<file path="config.mk">
export PLATFORM = sky130hd
export DESIGN_NAME = dual_channel_adc_dac_bus_port
export DESIGN_NICKNAME = d
export VERILOG_FILES = /design/src/rtl/aio_port_pkg.sv /design/src/rtl/dual_channel_adc_dac_bus_port.sv
export VERILOG_INCLUDE_DIRS = /design/src /design/src/rtl
export SDC_FILE = /design/constraint.sdc
export NUM_CORES = 1
export LEC_CHECK = 0
export BUFFER_PORTS_ARGS = -buffer_cell sky130_fd_sc_hd__buf_2
export CAP_MARGIN = 10
export CORE_ASPECT_RATIO = 0.8
export CORE_MARGIN = 4
export CORE_UTILIZATION = 54
export CTS_CLUSTER_DIAMETER = 100
export DETAILED_ROUTE_END_ITERATION = 10
export PLACE_DENSITY_LB_ADDON = 0.2
export SLEW_MARGIN = 30
export SYNTH_ARGS = -nofsm -noshare
export SYNTH_HDL_FRONTEND = slang
export SYNTH_SLANG_ARGS = --single-unit
export TNS_END_PERCENT = 1
</file>
<file path="constraint.sdc">
create_clock -name SYS_CLK_I -period 1.9 [get_ports SYS_CLK_I]
set_clock_uncertainty 0.1 [all_clocks]
set_input_delay 0.38 -clock SYS_CLK_I [delete_from_list [all_inputs] [get_ports SYS_CLK_I]]
set_output_delay 0.38 -clock SYS_CLK_I [all_outputs]
set_load 0.005 [all_outputs]
</file>
<file path="src/rtl/aio_port_regs.svh">
// timing counts and codes for the analog i/o port bus interface
`ifndef AIO_PORT_REGS_SVH
`define AIO_PORT_REGS_SVH
`define MID_CODE      8'h80
`define CODE_STEPS    256
`define ACQ_CLKS      3'h4
`define NUM_BITS      4'h8
`define CLEAR_CODE    8'h00
`endif

</file>
<file path="src/rtl/aio_port_pkg.sv">
// types for the analog i/o port bus interface
package aio_port_pkg;
	typedef enum logic [3:0] {
		ST_IDLE   = 4'b0001,
		ST_ACQ    = 4'b0010,
		ST_BITS   = 4'b0100,
		ST_FINISH = 4'b1000
	} conv_state_t;
	typedef struct packed {
		logic sel;
		logic dac_dir;
		logic chan;
		logic wr;
		logic rd;
	} bus_ctl_t;
endpackage

</file>
<file path="src/rtl/dual_channel_adc_dac_bus_port.sv">
// bus interface and conversion sequencer of a two-channel 8-bit analog i/o port
// How it works
// - selected write with direction 0 picks channel by channel line and starts conversion
// - done flag goes high on falling write edge of a conversion-start access
// - done flag goes low at conversion end, held until next read or start
// - selected falling read edge returns done flag high regardless of address lines
// - selected with read low drives held result; read high releases the bus
// - direction 1, read high: write loads bus byte into output register a or b
// - direction 1, read low: write copies last result into chosen output register
// - conversion-start access with read high leaves data lines undriven
// - conversion-start access with read low drives previous result
// - result is offset binary, bias input gives midpoint code 80 hex
// - output register code 80 hex gives bias output, 00 and ff the ends
// - one code step is full scale over 256 for both converters
// - accesses are ignored and bus undriven while select is high
// - conversion begins on rising write edge of a conversion-start access
// - data line 7 carries the most significant bit
// - at conversion end approximation register goes to latch, then clears
`timescale 1ns/100ps
`include "aio_port_regs.svh"
module dual_channel_adc_dac_bus_port
	import aio_port_pkg::*;
(
	input  wire logic       SYS_CLK_I,      // 10 mhz system clock
	input  wire logic       RST_I,          // synchronous reset, active high
	input  wire logic       SEL_N_I,        // part select, active low
	input  wire logic       DAC_DIR_I,      // 0 converter start, 1 output register write
	input  wire logic       CHANNEL_PICK_I, // 0 channel a, 1 channel b
	input  wire logic       WR_N_I,         // write strobe, active low
	input  wire logic       RD_N_I,         // read strobe, active low
	input  wire logic       CONV_CLK_I,     // converter clock pin
	input  wire logic [7:0] PARALLEL_DATA_BUS_I,  // data bus input side, bit 7 msb
	output logic      [7:0] PARALLEL_DATA_BUS_O,  // data bus output side
	output logic            PARALLEL_DATA_BUS_OE_O, // high while driving the bus
	output logic            DONE_N_O,       // conversion done, active low
	output logic            CHANNEL_O,      // channel held for the running conversion
	output logic            SAMPLE_O,       // analog input being tracked
	output logic            COMPARE_O,      // comparator request for current trial
	output logic      [7:0] TRIAL_O,        // trial code for the comparator dac
	input  wire logic       CMP_I,          // comparator: input above trial code
	output logic      [7:0] OUTPUT_REGISTER_A_O, // dac a code, offset binary
	output logic      [7:0] OUTPUT_REGISTER_B_O  // dac b code, offset binary
);

	// two-stage synchronisers for all pin inputs except the clock and the reset
	// strobes, address and data come from the host's clock, so nothing reads them raw
	// no reset here: the idle pin levels flush through within two cycles of reset
	bus_ctl_t   ctl_s1, ctl;
	logic [7:0] data_s1, data_s;
	logic       cclk_s1, cclk, cclk_d, cmp_s1, cmp;
	bus_ctl_t   ctl_d;
	always_ff @(posedge SYS_CLK_I) begin
		ctl_s1  <= '{sel: ~SEL_N_I, dac_dir: DAC_DIR_I, chan: CHANNEL_PICK_I, wr: ~WR_N_I, rd: ~RD_N_I};
		ctl     <= ctl_s1;
		data_s1 <= PARALLEL_DATA_BUS_I;
		data_s  <= data_s1;
		cclk_s1 <= CONV_CLK_I;
		cclk    <= cclk_s1;
		cmp_s1  <= CMP_I;
		cmp     <= cmp_s1;
	end

	// delayed copies for edge detection
	always_ff @(posedge SYS_CLK_I) begin
		if (RST_I) begin
			ctl_d  <= '0;
			cclk_d <= 1'b0;
		end else begin
			ctl_d  <= ctl;
			cclk_d <= cclk;
		end
	end

	logic wr_fall, wr_rise, rd_fall, start_fall, start_rise, dac_wr, cclk_fall;
	always_comb begin
		wr_fall    = ctl.sel & ctl.wr & ~ctl_d.wr;
		wr_rise    = ctl.sel & ~ctl.wr & ctl_d.wr;
		rd_fall    = ctl.sel & ctl.rd & ~ctl_d.rd;
		start_fall = wr_fall & ~ctl.dac_dir;
		start_rise = wr_rise & ~ctl.dac_dir;
		dac_wr     = wr_rise & ctl.dac_dir;
		cclk_fall  = ~cclk & cclk_d;
	end

	// conversion sequencer
	conv_state_t state, next_state;
	logic [2:0]  acq_cnt;
	logic [3:0]  bit_cnt;
	logic [7:0]  approximation_register, result_latch;
	always_comb begin
		next_state = state;
		case (state)
			ST_IDLE:   if (start_rise) next_state = ST_ACQ;
			ST_ACQ:    if (cclk_fall && acq_cnt == `ACQ_CLKS - 3'h1) next_state = ST_BITS;
			ST_BITS:   if (cclk_fall && bit_cnt == `NUM_BITS - 4'h1) next_state = ST_FINISH;
			ST_FINISH: next_state = ST_IDLE;
			default:   next_state = ST_IDLE;
		endcase
		if (start_rise) next_state = ST_ACQ; // a new start restarts the sequence
	end

	always_ff @(posedge SYS_CLK_I) begin
		if (RST_I) state <= ST_IDLE;
		else       state <= next_state;
	end

	// acquisition count, then one decision per converter clock msb first
	always_ff @(posedge SYS_CLK_I) begin
		if (RST_I) begin
			acq_cnt                <= 3'h0;
			bit_cnt                <= 4'h0;
			approximation_register <= `CLEAR_CODE;
			result_latch           <= `MID_CODE;
			CHANNEL_O              <= 1'b0;
		end else if (start_rise) begin
			acq_cnt                <= 3'h0;
			bit_cnt                <= 4'h0;
			approximation_register <= `CLEAR_CODE;
			CHANNEL_O              <= ctl.chan;
			// a start on the finishing cycle must not lose the finished result
			if (state == ST_FINISH) result_latch <= approximation_register;
		end else if (state == ST_ACQ && cclk_fall) begin
			acq_cnt <= acq_cnt + 3'h1;
		end else if (state == ST_BITS && cclk_fall) begin
			approximation_register[3'h7 - bit_cnt[2:0]] <= cmp;
			bit_cnt <= bit_cnt + 4'h1;
		end else if (state == ST_FINISH) begin
			result_latch           <= approximation_register;
			approximation_register <= `CLEAR_CODE;
		end
	end

	// trial code: bits decided so far, current bit set
	always_ff @(posedge SYS_CLK_I) begin
		if (RST_I) begin
			TRIAL_O   <= `MID_CODE;
			SAMPLE_O  <= 1'b0;
			COMPARE_O <= 1'b0;
		end else begin
			TRIAL_O   <= approximation_register | (`MID_CODE >> bit_cnt[2:0]);
			SAMPLE_O  <= (next_state == ST_ACQ);
			COMPARE_O <= (next_state == ST_BITS);
		end
	end

	// done flag: clear to high on read or start falling edge, low at end; set wins
	// a read racing the conversion end would otherwise hide the fresh result
	always_ff @(posedge SYS_CLK_I) begin
		if (RST_I)                     DONE_N_O <= 1'b1;
		else if (state == ST_FINISH)   DONE_N_O <= 1'b0;
		else if (start_fall || rd_fall) DONE_N_O <= 1'b1;
	end

	// output registers; done flag untouched here
	always_ff @(posedge SYS_CLK_I) begin
		if (RST_I) begin
			OUTPUT_REGISTER_A_O <= `MID_CODE;
			OUTPUT_REGISTER_B_O <= `MID_CODE;
		end else if (dac_wr) begin
			if (!ctl.chan) OUTPUT_REGISTER_A_O <= ctl.rd ? result_latch : data_s;
			else           OUTPUT_REGISTER_B_O <= ctl.rd ? result_latch : data_s;
		end
	end

	// data bus drive: only selected with read low, in any mode
	always_ff @(posedge SYS_CLK_I) begin
		if (RST_I) begin
			PARALLEL_DATA_BUS_O    <= 8'h00;
			PARALLEL_DATA_BUS_OE_O <= 1'b0;
		end else begin
			PARALLEL_DATA_BUS_O    <= result_latch;
			PARALLEL_DATA_BUS_OE_O <= ctl.sel & ctl.rd;
		end
	end

	// bus drive checks
	bus_off_a: assert property (@(posedge SYS_CLK_I) disable iff (RST_I)
		!(ctl.sel && ctl.rd) |=> !PARALLEL_DATA_BUS_OE_O)
		else $error("bus driven without select and read");
	bus_on_a: assert property (@(posedge SYS_CLK_I) disable iff (RST_I)
		(ctl.sel && ctl.rd) |=> PARALLEL_DATA_BUS_OE_O && PARALLEL_DATA_BUS_O == $past(result_latch))
		else $error("read does not drive result");

	// done flag checks
	done_set_a: assert property (@(posedge SYS_CLK_I) disable iff (RST_I)
		(rd_fall && state != ST_FINISH) |=> DONE_N_O)
		else $error("read did not clear done");
	start_done_a: assert property (@(posedge SYS_CLK_I) disable iff (RST_I)
		(start_fall && state != ST_FINISH) |=> DONE_N_O)
		else $error("start did not clear done");
	done_low_a: assert property (@(posedge SYS_CLK_I) disable iff (RST_I)
		state == ST_FINISH |=> !DONE_N_O && result_latch == $past(approximation_register))
		else $error("end of conversion not flagged");

	// sequencer checks
	sar_clear_a: assert property (@(posedge SYS_CLK_I) disable iff (RST_I)
		state == ST_FINISH && !start_rise |=> approximation_register == 8'h00)
		else $error("register not cleared");
	conv_begin_a: assert property (@(posedge SYS_CLK_I) disable iff (RST_I)
		start_rise |=> state == ST_ACQ && CHANNEL_O == $past(ctl.chan))
		else $error("conversion did not begin");
	no_early_a: assert property (@(posedge SYS_CLK_I) disable iff (RST_I)
		state == ST_BITS |=> $stable(result_latch))
		else $error("result exposed early");
	eight_bits_a: assert property (@(posedge SYS_CLK_I) disable iff (RST_I)
		state == ST_FINISH |-> bit_cnt == `NUM_BITS)
		else $error("conversion ended early");
	sample_on_a: assert property (@(posedge SYS_CLK_I) disable iff (RST_I)
		state == ST_ACQ |-> SAMPLE_O)
		else $error("input not tracked");
	trial_first_a: assert property (@(posedge SYS_CLK_I) disable iff (RST_I)
		start_rise |=> ##1 TRIAL_O == `MID_CODE)
		else $error("first trial not midpoint");
	chan_hold_a: assert property (@(posedge SYS_CLK_I) disable iff (RST_I)
		!start_rise |=> $stable(CHANNEL_O))
		else $error("channel moved mid conversion");

	// output register checks
	dac_load_a: assert property (@(posedge SYS_CLK_I) disable iff (RST_I)
		dac_wr && !ctl.chan && !ctl.rd |=> OUTPUT_REGISTER_A_O == $past(data_s))
		else $error("dac a not loaded");
	dac_copy_a: assert property (@(posedge SYS_CLK_I) disable iff (RST_I)
		dac_wr && ctl.chan && ctl.rd |=> OUTPUT_REGISTER_B_O == $past(result_latch) && $stable(DONE_N_O))
		else $error("dac b copy failed");
	dac_a_copy_a: assert property (@(posedge SYS_CLK_I) disable iff (RST_I)
		dac_wr && !ctl.chan && ctl.rd |=> OUTPUT_REGISTER_A_O == $past(result_latch))
		else $error("dac a copy failed");
	dac_keep_a: assert property (@(posedge SYS_CLK_I) disable iff (RST_I)
		!dac_wr |=> $stable(OUTPUT_REGISTER_A_O) && $stable(OUTPUT_REGISTER_B_O))
		else $error("output register moved without write");

endmodule

</file>
==> flow_metrics.env <==
export IMPL_p_comb_share_pct=2.6
export IMPL_gp_congestion=0.834
export IMPL_pwr_share_clk_pct=37.2
export IMPL_drt_initial_drc_count=100
export IMPL_grt_max_degree=45
export IMPL_cp_arrival_ns=1.82
export IMPL_clock_latency_ns=0.36
export IMPL_fin_crit_ns=1.64
export IMPL_portBuffers=53
export IMPL_grt_pass1_vias=2149
export IMPL_ys_warn_count=0
export IMPL_grtUsageMet3_pct=5.32
export IMPL_std_cell_rows=24
export IMPL_busiest_layer="met2"
export IMPL_yosys_top_cells_area="dfxtp_1, mux2i_1, nor2_1"
export IMPL_grtUsageTotal_pct=17.3
export IMPL_cts_buffers=9
export IMPL_ys_seq_elements=97
export IMPL_fmax_mhz=611
export IMPL_postRouteAntennaNets=0
export IMPL_cts_tree="built"
export IMPL_grt_use_met1_pct=21.7
export IMPL_peakVddDrop_v=0.000592
export IMPL_post_cts_resized=0
export IMPL_antenna_cells=0
export IMPL_power_switching_mw=0.721
export IMPL_antenna_found_initial=0
export IMPL_remaining_drc_errors=0
export IMPL_rsz0062_at_grt="false"
export IMPL_drv_cap=0
export IMPL_status="finished, final reports clean"
export IMPL_synth_area_leader_cell="dfxtp_1"
export IMPL_setup_violations=0
export IMPL_htree_levels=3
export IMPL_synth_top_flop_cell="dfxtp_1"
export IMPL_crit_path_end_kind="flop"
export IMPL_grt_pass1_wl_um=9950
export IMPL_p_int_mw=2.75
export IMPL_area_growth_pct=16.5
export IMPL_dieArea_sq_um=7320
export IMPL_p_per_area_nw_per_um2=920
export IMPL_grt_ovfl_total=0
export IMPL_most_common_layout_cells="dfxtp_1, buf_2, nor2_1"
export IMPL_layout_cells_most_common="dfxtp_1"
export IMPL_die_w_um=94.7
export IMPL_critPathKind="reg2reg"
export IMPL_die_h_um=77.3
export IMPL_p_leak_nw=1.56
export IMPL_initial_core_util_pct=57.5
export IMPL_wl_per_cell_um=13.2
export IMPL_dr_total_vias=2246
export IMPL_regArea_sq_um=1940
export IMPL_synth_top_area_share_pct=59.9
export IMPL_syn_cell_area_sq_um=3240
export IMPL_power_frac_seq_pct=60.2
export IMPL_place_hpwl_um=4120
export IMPL_fin_crit_sh_pct=86.1
export IMPL_met2_usage_pct=27.9
export IMPL_required_ns=2.09
export IMPL_relSlewSlack_pct=70.1
export IMPL_synth_seq_area_share_pct=59.9
export IMPL_routed_wl_um=5880
export IMPL_layout_drive_gt1_share_pct=23.2
export IMPL_via_per_inst=5.06
export IMPL_cp_max_fo=12
export IMPL_drt_pass1_iterations=4
export IMPL_core_area_sq_um=5650
export IMPL_root_buffer="clkbuf_8"
export IMPL_swShare_pct=20.8
export IMPL_synthArstFlopShare_pct=0
export IMPL_fin_setup_tns_ns=0
export IMPL_startpoint_type="flop"
export IMPL_clk_pin_slew_ns=0.09
export IMPL_synth_edff_count=0
export IMPL_synth_cells=305
export IMPL_hp_class="in2reg"
export IMPL_power_total_mw=3.48
export IMPL_clk_path_buf_depth=2
export IMPL_tightest_slew_ns=0.449
export IMPL_cts_sinks=97
export IMPL_avgSynthCellArea_sq_um=10.6
export IMPL_drv_slew=0
export IMPL_synth_cell_types=40
export IMPL_finalHoldViolations=0
export IMPL_multiInputGateArea_sq_um=1150
export IMPL_synth_nets=330
export IMPL_n_fill_cell=477
export IMPL_finish_net_count=387
export IMPL_ioPinCount=54
==> per-layer routing <==
| layer | part of all wire (%) | wire, um |
|---|---|---|
| met3 | 5.3 | 314 |
| met2 | 47 | 2740 |
| met1 | 46 | 2720 |
| met4 | 1.9 | 110 |
| met5 | 0 | 0 |
==> worst paths after layout <==
kind	start	endpoint	slack [ns]	depth (start not counted)
worst max register to register	state[0]	approximation_register[6]	0.26	4
worst max-delay path	state[0]	approximation_register[6]	0.26	4
worst min-delay path	PARALLEL_DATA_BUS_I[4]	data_s1[4]	0.02	1
worst min register to register	data_s1[2]	data_s[2]	0.23	0
==> per-stage QoR <==
step	instance area [sq um]	worst slack (ns)	hold slack [ns]	instances	util, %
after floorplan	3240	0.458	0.210	305	-
after global placement	3570	0.328	0.211	428	63.3
after detailed placement	3570	0.276	0.214	428	63.3
after CTS	3770	0.261	0.00297	443	66.8
after global routing	3780	0.101	0.00379	444	66.9
final	3780	0.263	0.0164	444	66.9
==> critical path, cell delays in order (launching register included) <==
cell,delay [ns]
dfxtp_1,0.39
nor4b_4,0.37
and2_2,0.34
o311ai_0,0.18
a31oi_1,0.19
==> area by class of cell <==
cell class	instances	share of cell area [%]
multi-input cells	179	30.5
clock buffers	11	3.74
flip-flops and latches	97	51.4
clock inverters	4	1.42
repair buffers	64	9.27
well taps	78	2.58
inverters	11	1.09
==> power groups by stage <==
stage / Sequential, mW / Clock [mW] / Combinational (mW)
2_1_floorplan: 2.14 / 0 / 0.0555
3_3_place_gp: 2.14 / 0 / 0.0891
3_5_place_dp: 2.14 / 0 / 0.0915
4_1_cts: 2.09 / 1.32 / 0.0920
5_1_grt: 2.10 / 1.41 / 0.105
6_report: 2.09 / 1.29 / 0.0921
==> cell usage after synthesis (3+ instances only) <==
cell type,number
clkbuf_1,5
buf_2,5
buf_4,4
nand2_1,15
nor2_1,47
ha_1,8
nor2b_1,13
a21oi_1,10
nand3_1,8
dfxtp_1,97
o21ai_0,3
inv_1,10
o311ai_0,4
nor4_1,3
and3_1,3
a31oi_1,8
a211oi_1,16
mux2i_1,18
==> timing repair <==
item / 4_1_cts / 5_1_grt
endpoints found under the hold margin: 0 / 1
setup buffers: 0 / 0
hold buffers: 0 / 1
==> flip-flops by register name, summed over array words and instances, names as in the netlist, 2 cells and up <==
signal                  flops
OUTPUT_REGISTER_A_O         8
OUTPUT_REGISTER_B_O         8
PARALLEL_DATA_BUS_O         8
TRIAL_O                     8
approximation_register      8
data_s1                     8
data_s                      8
result_latch                8
ctl                         5
ctl_s1                      5
bit_cnt                     4
state                       4
acq_cnt                     3
ctl_d                       2
==> logic make-up after synthesis <==
logic type / after synthesis / synth area share, %
simple gates: 102 / 15.7
flops: 97 / 59.9
compound gates: 48 / 10.1
buf+inv: 29 / 4.82
mux: 18 / 5.55
fa+ha+maj: 8 / 3.09
xor+xnor: 3 / 0.810
(Power assumes the default switching activity.)
